<file path="src/lwr_merge_defs.svh">
// constants for the right-part unaligned word load datapath
`ifndef LWR_MERGE_DEFS_SVH
`define LWR_MERGE_DEFS_SVH

`define LWRP_QUAD_W 128
`define LWRP_WORD_W 32
`define LWRP_REG_W 64
`define LWRP_IMM_W 16
`define LWRP_IDX_W 5
`define LWRP_PADDR_W 32
`define LWRP_LEN_W 2
`define LWRP_OFS_W 3
`define LWRP_LANE_POS 0
`define LWRP_WORD_POS 2
`define LWRP_SIGN_POS 31
`define LWRP_FULL_LEN 2'h3
`define LWRP_RST_ADDR 32'h0000_0000
`define LWRP_RST_REG 64'h0000_0000_0000_0000
`define LWRP_RST_QUAD 128'h0000_0000_0000_0000_0000_0000_0000_0000

`endif

</file>
<file path="src/lwr_merge_pkg.sv">
// types shared by the right-part unaligned word load datapath
package lwr_merge_pkg;

    typedef enum logic [1:0] {
        st_idle,
        st_xlat,
        st_mem,
        st_merge
    } lwrp_state_t;

endpackage : lwr_merge_pkg

</file>
<file path="src/lwr_byte_merge.sv">
// byte lane merge of the addressed memory word into the destination register
`timescale 1ns/1ps
`include "lwr_merge_defs.svh"

module lwr_byte_merge #(
    parameter bit KEEP_UPPER = 1'b1
) (
    // fetched data and old register
    input wire logic [`LWRP_QUAD_W-1:0] quad_i,
    input wire logic [`LWRP_REG_W-1:0] old_i,
    // address and byte order
    input wire logic [3:0] vaddr_lo_i,
    input wire logic big_endian_i,
    // results
    output logic [`LWRP_REG_W-1:0] merged_o,
    output logic [`LWRP_LEN_W-1:0] len_code_o
);

    logic [1:0] lane;
    logic [1:0] word;
    logic [`LWRP_WORD_W-1:0] mem_word;
    logic [`LWRP_WORD_W-1:0] low_word;
    logic full;

    // lane and word indices follow the cpu byte order
    assign lane = vaddr_lo_i[`LWRP_LANE_POS +: 2] ^ {2{big_endian_i}};
    assign word = vaddr_lo_i[`LWRP_WORD_POS +: 2] ^ {2{big_endian_i}};
    assign mem_word = quad_i[32*word +: 32];
    assign len_code_o = `LWRP_FULL_LEN - lane;
    assign full = (lane == 2'h0);

    genvar i;
    generate
        for (i = 0; i < 4; i = i + 1) begin : g_lane
            logic [2:0] src;
            assign src = {1'b0, lane} + 3'(i);
            // a source beyond the top lane means this byte is not loaded
            assign low_word[8*i +: 8] = src[2] ? old_i[8*i +: 8]
                : mem_word[8*src[1:0] +: 8];
        end
    endgenerate

    always_comb begin
        if (full) begin
            merged_o = {{32{low_word[`LWRP_SIGN_POS]}}, low_word};
        end else if (KEEP_UPPER) begin
            merged_o = {old_i[`LWRP_REG_W-1:32], low_word};
        end else begin
            merged_o = {{32{low_word[`LWRP_SIGN_POS]}}, low_word};
        end
    end

endmodule : lwr_byte_merge

</file>
<file path="src/lwr_load_unit.sv">
// right-part unaligned word load: address, translation, fetch, merge, write
// Functional notes
// - address is sign-extended offset plus base low word
// - load one to four bytes within aligned word
// - addressed byte lands lowest, filling upward
// - unloaded low-word bytes keep old values
// - four bytes loaded: bit 31 fills upper half
// - bit 31 not loaded: upper half unchanged
// - fixed choice: keep or extend upper half
// - quad fetch, word and lane indices endian-xored
// - destination value forwarded, no gap needed
// - never raise an alignment exception
// - send length code and low physical bits
`timescale 1ns/1ps
`include "lwr_merge_defs.svh"

module lwr_load_unit #(
    parameter int PADDR_W = `LWRP_PADDR_W,
    parameter bit KEEP_UPPER = 1'b1
) (
    // clock and reset
    input wire logic core_clk_i,
    input wire logic sys_rst_i,
    // issue side
    input wire logic req_valid_i,
    input wire logic [`LWRP_REG_W-1:0] base_val_i,
    input wire logic [`LWRP_IMM_W-1:0] offset_i,
    input wire logic [`LWRP_IDX_W-1:0] dest_reg_i,
    input wire logic [`LWRP_REG_W-1:0] dest_old_i,
    input wire logic cpu_big_endian_sel_i,
    output logic req_ready_o,
    // writeback snoop for forwarding
    input wire logic fwd_valid_i,
    input wire logic [`LWRP_IDX_W-1:0] fwd_reg_i,
    input wire logic [`LWRP_REG_W-1:0] fwd_data_i,
    // address translation
    output logic xlat_req_o,
    output logic [`LWRP_WORD_W-1:0] xlat_vaddr_o,
    input wire logic xlat_ack_i,
    input wire logic [PADDR_W-1:0] xlat_paddr_i,
    input wire logic xlat_uncached_i,
    input wire logic xlat_fault_i,
    // data memory
    output logic mem_req_o,
    output logic [PADDR_W-1:0] mem_paddr_o,
    output logic [`LWRP_OFS_W-1:0] mem_byte_ofs_o,
    output logic [`LWRP_LEN_W-1:0] mem_len_o,
    output logic mem_uncached_o,
    output logic [`LWRP_WORD_W-1:0] mem_vaddr_o,
    input wire logic mem_ack_i,
    input wire logic [`LWRP_QUAD_W-1:0] mem_data_i,
    // register write and status
    output logic rf_we_o,
    output logic [`LWRP_IDX_W-1:0] rf_reg_o,
    output logic [`LWRP_REG_W-1:0] rf_data_o,
    output logic done_o,
    output logic fault_o,
    output logic align_err_o
);

    generate
        if (PADDR_W < 4) begin : g_bad_width
            $error("PADDR_W must be at least 4");
        end
        // the merge lanes assume a four-byte word inside a 64-bit register
        if (`LWRP_WORD_W != 32) begin : g_bad_word
            $error("word width must be 32");
        end
        if (`LWRP_REG_W != 64) begin : g_bad_reg
            $error("register width must be 64");
        end
        if (`LWRP_QUAD_W != 128) begin : g_bad_quad
            $error("quad width must be 128");
        end
        if (`LWRP_IMM_W != 16) begin : g_bad_imm
            $error("offset width must be 16");
        end
        if (`LWRP_LEN_W != 2 || `LWRP_OFS_W != 3) begin : g_bad_code
            $error("length code must be 2 bits and offset 3 bits");
        end
    endgenerate

    lwr_merge_pkg::lwrp_state_t state_r;
    logic [`LWRP_WORD_W-1:0] vaddr_r;
    logic [`LWRP_IDX_W-1:0] dest_reg_r;
    logic [`LWRP_REG_W-1:0] old_r;
    logic be_r;
    logic [`LWRP_QUAD_W-1:0] quad_r;
    logic [`LWRP_WORD_W-1:0] vaddr_nxt;
    logic [`LWRP_REG_W-1:0] old_live;
    logic [`LWRP_REG_W-1:0] merged;
    logic [`LWRP_LEN_W-1:0] len_code;
    logic take;

    // true when a writeback in flight targets the given register
    function automatic logic fwd_hit(
        input logic valid,
        input logic [`LWRP_IDX_W-1:0] wr_reg,
        input logic [`LWRP_IDX_W-1:0] rd_reg
    );
        fwd_hit = valid && (wr_reg == rd_reg);
    endfunction : fwd_hit

    // translation answered with a fault: the load is dropped, no write
    function automatic logic xlat_abort(
        input lwr_merge_pkg::lwrp_state_t st,
        input logic ack,
        input logic flt
    );
        xlat_abort = (st == lwr_merge_pkg::st_xlat) && ack && flt;
    endfunction : xlat_abort

    // translation answered cleanly: go on to the memory fetch
    function automatic logic xlat_pass(
        input lwr_merge_pkg::lwrp_state_t st,
        input logic ack,
        input logic flt
    );
        xlat_pass = (st == lwr_merge_pkg::st_xlat) && ack && !flt;
    endfunction : xlat_pass

    assign take = req_valid_i && req_ready_o;

    // only the low word of the base takes part in the sum
    assign vaddr_nxt = base_val_i[`LWRP_WORD_W-1:0]
        + {{16{offset_i[`LWRP_IMM_W-1]}}, offset_i};

    // newest value of the destination, even if written this very cycle
    always_comb begin
        if (fwd_hit(fwd_valid_i, fwd_reg_i, dest_reg_r)) begin
            old_live = fwd_data_i;
        end else begin
            old_live = old_r;
        end
    end

    lwr_byte_merge #(
        .KEEP_UPPER(KEEP_UPPER)
    ) u_merge (
        .quad_i(quad_r),
        .old_i(old_live),
        .vaddr_lo_i(vaddr_r[3:0]),
        .big_endian_i(be_r),
        .merged_o(merged),
        .len_code_o(len_code)
    );

    // sequencing
    always_ff @(posedge core_clk_i) begin
        if (sys_rst_i) begin
            state_r <= lwr_merge_pkg::st_idle;
        end else begin
            case (state_r)
                lwr_merge_pkg::st_idle: begin
                    if (take) begin
                        state_r <= lwr_merge_pkg::st_xlat;
                    end
                end
                lwr_merge_pkg::st_xlat: begin
                    if (xlat_ack_i && xlat_fault_i) begin
                        state_r <= lwr_merge_pkg::st_idle;
                    end else if (xlat_ack_i) begin
                        state_r <= lwr_merge_pkg::st_mem;
                    end
                end
                lwr_merge_pkg::st_mem: begin
                    if (mem_ack_i) begin
                        state_r <= lwr_merge_pkg::st_merge;
                    end
                end
                lwr_merge_pkg::st_merge: begin
                    state_r <= lwr_merge_pkg::st_idle;
                end
                default: begin
                    state_r <= lwr_merge_pkg::st_idle;
                end
            endcase
        end
    end

    // ready only while idle; leaving idle drops it at once
    always_ff @(posedge core_clk_i) begin
        if (sys_rst_i) begin
            req_ready_o <= 1'b0;
        end else if (take) begin
            req_ready_o <= 1'b0;
        end else if (state_r == lwr_merge_pkg::st_idle) begin
            req_ready_o <= 1'b1;
        end else if (state_r == lwr_merge_pkg::st_merge) begin
            req_ready_o <= 1'b1;
        end else if (xlat_abort(state_r, xlat_ack_i, xlat_fault_i)) begin
            req_ready_o <= 1'b1;
        end
    end

    // captured request
    always_ff @(posedge core_clk_i) begin
        if (sys_rst_i) begin
            vaddr_r <= `LWRP_RST_ADDR;
            dest_reg_r <= '0;
            be_r <= 1'b0;
        end else if (take) begin
            vaddr_r <= vaddr_nxt;
            dest_reg_r <= dest_reg_i;
            be_r <= cpu_big_endian_sel_i;
        end
    end

    // destination copy, kept current by snooping writebacks in flight
    always_ff @(posedge core_clk_i) begin
        if (sys_rst_i) begin
            old_r <= `LWRP_RST_REG;
        end else if (take) begin
            if (fwd_hit(fwd_valid_i, fwd_reg_i, dest_reg_i)) begin
                old_r <= fwd_data_i;
            end else begin
                old_r <= dest_old_i;
            end
        end else if (state_r != lwr_merge_pkg::st_idle) begin
            old_r <= old_live;
        end
    end

    // translation request
    always_ff @(posedge core_clk_i) begin
        if (sys_rst_i) begin
            xlat_req_o <= 1'b0;
            xlat_vaddr_o <= `LWRP_RST_ADDR;
        end else if (take) begin
            xlat_req_o <= 1'b1;
            xlat_vaddr_o <= vaddr_nxt;
        end else if (xlat_ack_i) begin
            xlat_req_o <= 1'b0;
        end
    end

    // memory request: whole quad, endian-adjusted low address bits
    always_ff @(posedge core_clk_i) begin
        if (sys_rst_i) begin
            mem_req_o <= 1'b0;
            mem_paddr_o <= '0;
            mem_byte_ofs_o <= '0;
            mem_len_o <= '0;
            mem_uncached_o <= 1'b0;
            mem_vaddr_o <= `LWRP_RST_ADDR;
        end else if (xlat_pass(state_r, xlat_ack_i, xlat_fault_i)) begin
            mem_req_o <= 1'b1;
            mem_paddr_o <= {xlat_paddr_i[PADDR_W-1:4], xlat_paddr_i[3:0] ^ {4{be_r}}};
            mem_byte_ofs_o <= xlat_paddr_i[2:0] ^ {3{be_r}};
            mem_len_o <= len_code;
            mem_uncached_o <= xlat_uncached_i;
            mem_vaddr_o <= vaddr_r;
        end else if (mem_ack_i) begin
            mem_req_o <= 1'b0;
        end
    end

    // returned quad
    always_ff @(posedge core_clk_i) begin
        if (sys_rst_i) begin
            quad_r <= `LWRP_RST_QUAD;
        end else if (state_r == lwr_merge_pkg::st_mem && mem_ack_i) begin
            quad_r <= mem_data_i;
        end
    end

    // register write; a faulted load never reaches here
    always_ff @(posedge core_clk_i) begin
        if (sys_rst_i) begin
            rf_we_o <= 1'b0;
            rf_reg_o <= '0;
            rf_data_o <= `LWRP_RST_REG;
        end else if (state_r == lwr_merge_pkg::st_merge) begin
            rf_we_o <= 1'b1;
            rf_reg_o <= dest_reg_r;
            rf_data_o <= merged;
        end else begin
            rf_we_o <= 1'b0;
        end
    end

    // completion and fault pulses
    always_ff @(posedge core_clk_i) begin
        if (sys_rst_i) begin
            done_o <= 1'b0;
            fault_o <= 1'b0;
        end else begin
            done_o <= (state_r == lwr_merge_pkg::st_merge)
                || xlat_abort(state_r, xlat_ack_i, xlat_fault_i);
            fault_o <= xlat_abort(state_r, xlat_ack_i, xlat_fault_i);
        end
    end

    // any low address bits are legal for this load
    always_ff @(posedge core_clk_i) begin
        if (sys_rst_i) begin
            align_err_o <= 1'b0;
        end else begin
            align_err_o <= 1'b0;
        end
    end

endmodule : lwr_load_unit

</file>
<file path="config.mk">
export PLATFORM = sky130hd
export DESIGN_NAME = lwr_load_unit
export DESIGN_NICKNAME = d
export VERILOG_FILES = /design/src/lwr_merge_pkg.sv /design/src/lwr_byte_merge.sv /design/src/lwr_load_unit.sv
export VERILOG_INCLUDE_DIRS = /design/src
export SDC_FILE = /design/constraint.sdc
export NUM_CORES = 1
export LEC_CHECK = 0
export ABC_AREA = 1
export BUFFER_PORTS_ARGS = -buffer_cell sky130_fd_sc_hd__buf_2
export CORE_MARGIN = 5
export CORE_UTILIZATION = 45
export CTS_CLUSTER_DIAMETER = 80
export DETAILED_ROUTE_END_ITERATION = 7
export GPL_ROUTABILITY_DRIVEN = 0
export PLACE_DENSITY = 0.77
export SKIP_LAST_GASP = 1
export SLEW_MARGIN = 0
export SYNTH_ARGS = -nofsm -noshare
export SYNTH_HDL_FRONTEND = slang
export SYNTH_SLANG_ARGS = --single-unit
</file>
<file path="constraint.sdc">
create_clock -name core_clk_i -period 6.6 [get_ports core_clk_i]
set_input_delay 1.32 -clock core_clk_i [delete_from_list [all_inputs] [get_ports core_clk_i]]
set_output_delay 1.32 -clock core_clk_i [all_outputs]
set_load 0.05 [all_outputs]
</file>
# After elaboration in Yosys (flattened, before gate mapping)
# Index checks and enable logic that the tools add are counted.
[totals]
register_bits = 369
latch_bits = 0
mem_bits_rw = 0
mem_bits_ro = 0
in_bits = 387
wordCells = 81
mem_count = 0
[op_classes]
add_sub_neg = 5
multipliers = 0
div = 0
order_cmp = 0
eq_ne = 8
n_shift = 5
mux = 21
n_bitwise = 4
reduce_logical = 19
[ops]
columns = ["operator", "n"]
rows = [
  ["64-bit 2-to-1 mux", 5],
  ["128-bit by 8-bit indexed part select with 32-bit output", 1],
  ["32-bit by 6-bit indexed part select with 8-bit output", 4],
  ["32-bit adder", 1],
  ["8-bit 2-to-1 mux", 3],
  ["5-bit equality test", 2],
  ["1-bit logical AND", 8],
  ["1-bit 2-to-1 mux", 8],
  ["2-bit 2-to-1 mux", 4],
  ["2-bit one-hot mux with 4 select lines", 1],
  ["2-bit nonzero test", 4],
  ["2-bit by 2-bit adder with 3-bit output, second input constant", 2],
  ["2-bit equality test, second input constant", 2],
  ["2-bit zero test", 2],
  ["2-bit != test, second input constant", 2],
  ["2-bit bitwise XOR", 2],
  ["4-bit bitwise XOR", 1],
  ["2-bit by 1-bit adder with 3-bit output, second input constant", 1],
  ["3-bit != test, second input constant", 1],
  ["3-bit AND reduction", 1],
  ["3-bit nonzero test", 1],
  ["3-bit bitwise XOR", 1],
  ["2-bit by 1-bit equality test with 1-bit output, second input constant", 1],
  ["2-bit OR reduction", 1],
  ["3 further kinds", 3],
]

# Depth between registers and ports, before layout
# Gate-level depths: netlist (run 1).
[logic_depth]
depth_word = 6
ltp_mapped = 14
ltp_nobuf = 14

# Modules after synthesis
# From an unflattened synthesis (run 1), not the netlist that was laid out.
[unflattened]
hier_cells = 3583
hier_area_um2 = 22442.8
[modules_own_cells]
columns = ["mod", "n_inst", "cells_each", "area_per_inst_um2"]
rows = [
  ["lwr_load_unit", 1, 2967, 19722.7],
  ["lwr_byte_merge", 1, 616, 2720.1],
]

# Worst setup path after synthesis (run 1)
# No wires, ideal clock.
[synth_path]
path_type = "input-to-reg"
startpoint = "input base_val_i[0]"
endpoint = "register xlat_vaddr_o[10]"
setup_ns = 0.114
arrival_time_ns = 2.733
required_time_ns = 6.486
path_slack_ns = 3.753
cell_stages = 11
path_buffers = 0
path_cell_list = "ha_1 -> fa_1 -> nand2_1 -> nand2_1 -> nand3b_1 -> nand2_1 -> nand2_1 -> nand2_1 -> or2_2 -> nand3_1 -> nand2_1"
[synth_between]
elab_chain_cells = 1
[synth_rtl]
columns = ["item", "line", "source"]
rows = [
  ["from (decl)", "lwr_load_unit.sv:26", "input wire logic [`LWRP_REG_W-1:0] base_val_i,"],
  ["32-bit adder", "lwr_load_unit.sv:125", "assign vaddr_nxt = base_val_i[`LWRP_WORD_W-1:0]"],
  ["to (signal assigned)", "lwr_load_unit.sv:228", "xlat_vaddr_o <= `LWRP_RST_ADDR;"],
  ["to (signal assigned)", "lwr_load_unit.sv:231", "xlat_vaddr_o <= vaddr_nxt;"],
  ["to (decl)", "lwr_load_unit.sv:38", "output logic [`LWRP_WORD_W-1:0] xlat_vaddr_o,"],
]
# No other way between the ends.
# A chain may end at the register's enable or synchronous reset.

# Worst setup path in the final report (run 1)
[layout_path]
startpoint = "register be_r"
endpoint = "register rf_data_o[62]"
[layout_between]
elab_chain_cells = 5
word_cells_on_any_way = 8
[layout_rtl]
columns = ["item", "line", "source"]
rows = [
  ["from (decl)", "lwr_load_unit.sv:87", "logic be_r;"],
  ["from (signal assigned)", "lwr_load_unit.sv:205", "be_r <= cpu_big_endian_sel_i;"],
  ["2-bit bitwise XOR, on equally long branches", "lwr_byte_merge.sv:27, lwr_byte_merge.sv:26", ""],
  ["128-bit by 8-bit indexed part select with 32-bit output / 2-bit by 2-bit adder with 3-bit output (equally long branches)", "lwr_byte_merge.sv:28, lwr_byte_merge.sv:36", ""],
  ["32-bit by 6-bit indexed part select with 8-bit output", "lwr_byte_merge.sv:39", ": mem_word[8*src[1:0] +: 8];"],
  ["8-bit 2-to-1 mux", "lwr_byte_merge.sv:38", "assign low_word[8*i +: 8] = src[2] ? old_i[8*i +: 8]"],
  ["64-bit 2-to-1 mux *", "lwr_byte_merge.sv:44", "if (full) begin"],
  ["to (signal assigned)", "lwr_load_unit.sv:272", "rf_data_o <= `LWRP_RST_REG;"],
  ["to (signal assigned)", "lwr_load_unit.sv:276", "rf_data_o <= merged;"],
  ["to (decl)", "lwr_load_unit.sv:55", "output logic [`LWRP_REG_W-1:0] rf_data_o,"],
]
# Every way passes the cells marked *; elsewhere a longest branch is shown, timed or not.

==> summary.md, run 1 <==
| Metric | Value |
|---|---|
| Run status | `complete, no violations` |
| Busiest metal layer after global routing | `met2` |
| DR pass1 iterations | `5` |
| RSZ-0062 raised after global routing | `false` |
| DRT iter0 DRCs | `2,430` |
| Overall die width | `220.0 um` |
| Primary FF master, synth | `dfxtp_1` |
| YS warnings | `0` |
| Async S/R FF share, synth | `0%` |
| Core box area | `0.04393 mm2` |
| LEAKAGE | `12.60 nW` |
| Post-CTS Hold Buffers | `0` |
| Power per cell area | `334.9 mW/mm2` |
| Synth area leader | `dfxtp_1` |
| Worst slew pin tran | `1.122 ns` |
| Critical Path Source Type | `flip-flop` |
| Ports | `565` |
| Fmax | `0.2195 GHz` |
| CTS Buffer Depth | `3` |
| Register area share after synthesis | `36.93%` |
| Number of remaining DRC errors | `0` |
| Max-cap violations | `0` |
| Antenna violations before repair | `18` |
| Setup Buffers After CTS | `0` |
| Port bufs | `515` |
| Max-slew violations | `0` |
| Area growth from synthesis to layout | `20.68%` |
| # setup viols final | `0` |
| Vias in the first global route | `19,830` |
| CTS tree | `done` |
| Hold Crit Class | `flip-flop to flip-flop` |
| Synthesized flop and latch total | `366` |
| Hpwl dp | `48,280 um` |
| Site Rows | `77` |
| Worst EP required | `7.00 ns` |
| Crit Path Max Fanout | `41` |
| Crit path capture type | `flip-flop` |
| Yosys top cell area share | `36.93%` |
| GR Overflow Total | `0` |
| Largest net degree at the start of global routing | `180` |
| Pre-CTS setup slack | `2.195 ns` |
| Post-Syn Nets | `3,578` |
| Final wirelength | `68,460 um` |
| # nets final | `3,969` |
| Starting density of the core | `45.16%` |
| H-tree depth | `2` |
| Die area | `0.04839 mm2` |
| Hold WS | `0.4457 ns` |
| Final Hold Vio Count | `0` |
| Slew HR | `25.17%` |
| Worst Skew | `0.01830 ns` |
| GR Layer Usage met1 | `34.25%` |
| TritonCTS buffer count | `41` |
| Via/cell ratio | `5.197` |
| Synthesized instance count | `3,152` |
| Die height | `220.0 um` |
| Synthesized area | `0.01984 mm2` |
| Layout cell share with drive strength beyond 1 | `18.28%` |
| Clock Latency Late Sink | `0.57 ns` |
| Via Count | `21,700` |
| Clk slew on worst S/H paths | `0.06 ns` |
| Top area cells in the synthesized netlist | `dfxtp_1 (37%), nand2_1 (15%), o21ai_0 (8.7%), nand3_1 (8.0%), nor2_1 (7.8%)` |
| CTS root buffer | `clkbuf_16` |
| Commonest non-fill, non-tap cell in the layout | `nand2_1` |
| Number of synthesized flops with an enable pin | `0` |
| Distinct cells, synth | `44` |
| Peak supply drop | `0.2271 mV` |
| Final period utilization | `69.03%` |
| Post-DR wirelength/cell | `16.39 um` |
| Sink Count | `366` |
| Post_cts resized | `0` |
| Final Worst Setup Slack | `2.044 ns` |
| Met3 GRT Util | `6.622%` |
| Mean Syn Cell Area | `6.295 um2` |
| Most frequent cells in the layout | `nand2_1 (799), buf_2 (515), nor2_1 (408)` |
| Min Tclk post-route | `4.556 ns` |
| Met2 Resource Use GR | `44.31%` |
| GRT Overall Usage | `26.85%` |
| Post-DRT Antenna Nets | `0` |
| Final setup TNS | `0 ns` |
| CP Class | `flip-flop to flip-flop` |
| Crit path DAT | `4.95 ns` |
| Layout fillers | `4,453` |
| First-pass GRT wire length | `105,100 um` |
state kept, by name, indices dropped and copies added (netlist names), named ones only:
| name | cells |
|---|---|
| mem_req_o | 1 |
| req_ready_o | 1 |
| quad_r | 128 |
| xlat_vaddr_o | 32 |
| xlat_req_o | 1 |
| mem_uncached_o | 1 |
| old_r | 56 |
| mem_vaddr_o | 32 |
| rf_data_o | 64 |
| done_o | 1 |
| rf_we_o | 1 |
| mem_len_o | 2 |
| rf_reg_o | 5 |
| be_r | 1 |
| mem_paddr_o | 32 |
| state_r | 1 |
| fault_o | 1 |
| dest_reg_r | 5 |
logic make-up (layout without fill, tap and decap cells):
family / count (synthesis) / in the layout / synth area share (%)
AND/OR/NAND/NOR: 1597 / 1597 / 33.09
adder cells (fa/ha/maj): 39 / 39 / 2.497
flip-flops: 366 / 366 / 36.93
buffers and inverters: 576 / 997 / 11.68
XOR/XNOR: 13 / 13 / 0.8387
AO/OA/AOI/OAI: 560 / 560 / 14.94
other: 1 / 12 / 0.01890
layer usage:
metal / share of wire (%) / up-vias
li1: - / 10810
met1: 41 / 9836
met2: 46 / 896
met3: 9.4 / 150
met4: 3.5 / 14
met5: 0.12 / -
per-stage QoR:
step                      std cells  util [%]  total power [mW]  area [um2]
after floorplan                3152         -             4.865       19840
after global placement         4092     51.30             5.623       22540
after detailed placement       4092     51.30             5.660       22540
after CTS                      4165     54.44             8.037       23920
after global routing           4172     54.48             8.492       23940
final                          4176     54.51             8.018       23950
cell usage after synthesis, types with 14 or more instances:
cell type and n:
inv_1 380, nand2_1 801, nand4_1 41, dfxtp_1 366, buf_2 14, ha_1 38
a21oi_2 19, o21ai_1 25, o21ai_0 345, clkbuf_1 137, a21oi_1 135, nor2_1 410
buf_1 14, nand3_1 319
report_power, final:
| group | internal (mW) | total (mW) | switching [mW] |
|---|---|---|---|
| Sequential | 2.55 | 2.73 | 0.180 |
| Combinational | 0.811 | 2.93 | 2.12 |
| Clock | 1.39 | 2.36 | 0.974 |
final timing paths:
check	from	end	slack (ns)	cells past startpoint
max reg2reg	be_r	rf_data_o[62]	2.04	8
min reg2reg	xlat_req_o	xlat_req_o	0.45	2
max	be_r	rf_data_o[62]	2.04	8
min	xlat_req_o	xlat_req_o	0.45	2
cell type report:
class	instances	area, um2	area share [%]
timing repair buffer	538	2750	11.48
antenna	11	27.53	0.1150
multi-input combinational	2210	10260	42.86
sequential	366	7327	30.60
inverter	386	1456	6.082
clock buffer	55	1149	4.797
tap	592	740.7	3.093
clock inverter	18	231.5	0.9667
worst max-delay path, stage by stage (launching register included):
cell and delay [ns]:
dfxtp_1 0.66, xnor2_4 0.84, inv_2 0.51, ha_1 0.79
inv_1 0.39, nand3_1 0.18, nand2_1 0.07, nand2_2 0.72
a21oi_1 0.14
No activity file was read; power rests on OpenSTA's default activity.
==> run 2: changes to the inputs <==
==> constraint.sdc (replaced) <==
create_clock -name core_clk_i -period 4.2 [get_ports core_clk_i]
set_input_delay 0.84 -clock core_clk_i [delete_from_list [all_inputs] [get_ports core_clk_i]]
set_output_delay 0.84 -clock core_clk_i [all_outputs]
set_load 0.05 [all_outputs]
==> run 2 against run 1 <==
Power increased by 59%. Count of clock-buffer cells in the layout rose by 5. Combinational power is 59% higher. Non-clock buffer count is 15 higher. Critical path type unchanged. Largest power group unchanged.
==> summary.md, run 2 (synthesized netlist as in run 1, its figures left out) <==
| Metric | Value |
|---|---|
| Run status | `complete, no violations` |
| Ports | `565 (unchanged)` |
| Max-slew violations | `0 (unchanged)` |
| Port bufs | `515 (unchanged)` |
| Largest net degree at the start of global routing | `168 (-6.7%)` |
| RR Startpoint | `be_r` |
| Overall Power | `12.72 mW (+59%)` |
| CTS tree | `done` |
| Cell mode on critical path | `buf_4` |
| # nets final | `3,985 (+0.40%)` |
| Number of remaining DRC errors | `0 (unchanged)` |
| Crit path launch | `be_r` |
| GR Overflow Total | `0 (unchanged)` |
| Final period utilization | `80.61% (+12 points)` |
| Die height | `220.0 um (unchanged)` |
| Via Count | `21,790 (+0.39%)` |
| Cell family with most CP delay | `buffers and inverters` |
| CP Buf/Inv Count | `4 (+2)` |
| Final Hold Vio Count | `0 (unchanged)` |
| Antenna violations before repair | `14 (-4)` |
| Pint | `7.555 mW (+59%)` |
| Fmax | `0.2954 GHz (+35%)` |
| Post-DR wirelength/cell | `16.46 um (+0.38%)` |
| Clock Latency Late Sink | `0.57 ns (about the same)` |
| TritonCTS buffer count | `42 (+2.4%)` |
| Switching share of power | `40.59% (-0.23 points)` |
| H-tree depth | `2 (unchanged)` |
| Power per cell area | `527.4 mW/mm2 (+57%)` |
| Seq pwr share | `33.7% (-0.3 points)` |
| Overall die width | `220.0 um (unchanged)` |
| DP Area | `0.02269 mm2 (+0.67%)` |
| Most frequent cells in the layout | `nand2_1 (799), buf_2 (515), nor2_1 (408)` |
| Sink Count | `366 (unchanged)` |
| CTS Buffer Depth | `3 (unchanged)` |
| Setup Buffers After CTS | `0 (unchanged)` |
| DRT iter0 DRCs | `2,464 (+1.4%)` |
| Hold Startpoint | `xlat_req_o` |
| Layout cell share with drive strength beyond 1 | `18.66% (+0.39 points)` |
| Starting density of the core | `45.16% (unchanged)` |
| Max reg flops | `128 (unchanged)` |
| CTS root buffer | `clkbuf_16` |
| Max-cap violations | `0 (unchanged)` |
| Critical Path Source Type | `flip-flop` |
| RSZ-0062 raised after global routing | `false` |
| Combinational share of power | `36.8% (+0.3 points)` |
| Die area | `0.04839 mm2 (unchanged)` |
| Core box area | `0.04393 mm2 (unchanged)` |
| Post-Layout Inst Area | `0.02411 mm2 (+0.71%)` |
| Hold WS | `0.4519 ns (+0.006245 ns)` |
| Final Worst Setup Slack | `0.8142 ns (-1.230 ns)` |
| Largest stage delay, worst path | `0.72 ns (-0.12 ns)` |
| DR pass1 iterations | `5 (unchanged)` |
| Peak supply drop | `0.4451 mV (+96%)` |
| Final wirelength | `68,940 um (+0.70%)` |
| Min Tclk post-route | `3.386 ns (-1.170 ns)` |
| Post-CTS Hold Buffers | `0 (unchanged)` |
| Site Rows | `77 (unchanged)` |
| Slew HR | `30.38% (+5.2 points)` |
| Sw Pwr | `5.162 mW (+58%)` |
| Clock Power Share | `29.6% (+0.2 points)` |
| GRT Overall Usage | `26.74% (-0.11 points)` |
| Layout fillers | `4,407 (-1.0%)` |
| # setup viols final | `0 (unchanged)` |
| Hold Crit Class | `flip-flop to flip-flop` |
| Crit path capture type | `flip-flop` |
| Worst path slowest cell | `dfxtp_1` |
| Area growth from synthesis to layout | `21.53%` |
| First-pass GRT wire length | `104,600 um (-0.42%)` |
| Clk slew on worst S/H paths | `0.06 ns (about the same)` |
| Largest regs | `quad_r: 128 flops, rf_data_o: 64 flops, old_r: 56 flops` |
| Top reg by flops | `quad_r` |
| Final setup TNS | `0 ns (unchanged)` |
| Commonest non-fill, non-tap cell in the layout | `nand2_1` |
| Via/cell ratio | `5.201 (about the same)` |
| CP Class | `flip-flop to flip-flop` |
| Crit path DAT | `3.80 ns (-1.15 ns)` |
| Post_cts resized | `0 (unchanged)` |
| Pre-CTS setup slack | `0.8879 ns (-1.307 ns)` |
| Worst slew pin tran | `1.044 ns (-0.07817 ns)` |
| Worst Skew | `0.02136 ns (+0.003060 ns)` |
| Worst path cell trace | `buf_4 -> xnor2_4 -> inv_2 -> ha_1 -> inv_1 -> nand3_1 -> nand2_1 -> nand2_2 -> buf_4 -> a21oi_1` |
| LEAKAGE | `12.71 nW (+0.88%)` |
| Worst EP required | `4.61 ns (-2.39 ns)` |
| Vias in the first global route | `19,720 (-0.56%)` |
| Crit Path Max Fanout | `33 (-20%)` |
| Hpwl dp | `49,520 um (+2.6%)` |
| Post-DRT Antenna Nets | `0 (unchanged)` |
## run 2: cell types whose count changed in the layout (fill, tap and decap cells not counted), sizes merged
cell,previous run,this run
buf,538,553
clkbuf,55,60
diode,11,7
clkinvlp,3,0
bufinv,4,3
inv,387,388
## run 2: routing by layer
layer / wire length (um) / GRT usage [%]
met1: 27820 / 34.31
met2: 32120 / 43.92
met3: 6717 / 6.704
met4: 2152 / 9.257
met5: 131 / 0
## run 2: worst paths after layout
path | cells after the start | slack (ns) | end
max | 10 | 0.81 | rf_data_o[42]
min | 2 | 0.45 | xlat_req_o
max reg2reg | 10 | 0.81 | rf_data_o[42]
min reg2reg | 2 | 0.45 | xlat_req_o
## run 2: layout make-up
cell class	count	area [um2]	share of cell area, %
clock buffers	60	1229	5.095
repair buffers	553	2900	12.03
inverters	386	1456	6.040
flip-flops and latches	366	7327	30.38
multi-input cells	2210	10260	42.56
well taps	592	740.7	3.072
clock inverters	15	180.2	0.7472
diodes	7	17.52	0.07264
## run 2: tightest hold or removal path: stages (launching register included)
cell	delay [ns]
dfxtp_1	0.31
inv_1	0.05
o31ai_1	0.05
## run 2: power groups by stage
| stage | registers [mW] | clock network [mW] | logic, mW |
|---|---|---|---|
| 6_report | 4.28 | 3.76 | 4.67 |
| 4_1_cts | 4.28 | 3.81 | 4.64 |
| 5_1_grt | 4.34 | 3.97 | 5.14 |
| 3_3_place_gp | 4.33 | 0 | 4.57 |
| 3_5_place_dp | 4.34 | 0 | 4.61 |
| 2_1_floorplan | 4.97 | 0 | 2.68 |
## run 2: through the flow
stage | util, % | instances
after floorplan | - | 3152
after global placement | 51.64 | 4107
after detailed placement | 51.64 | 4107
after CTS | 54.85 | 4182
after global routing | 54.87 | 4185
final | 54.89 | 4189
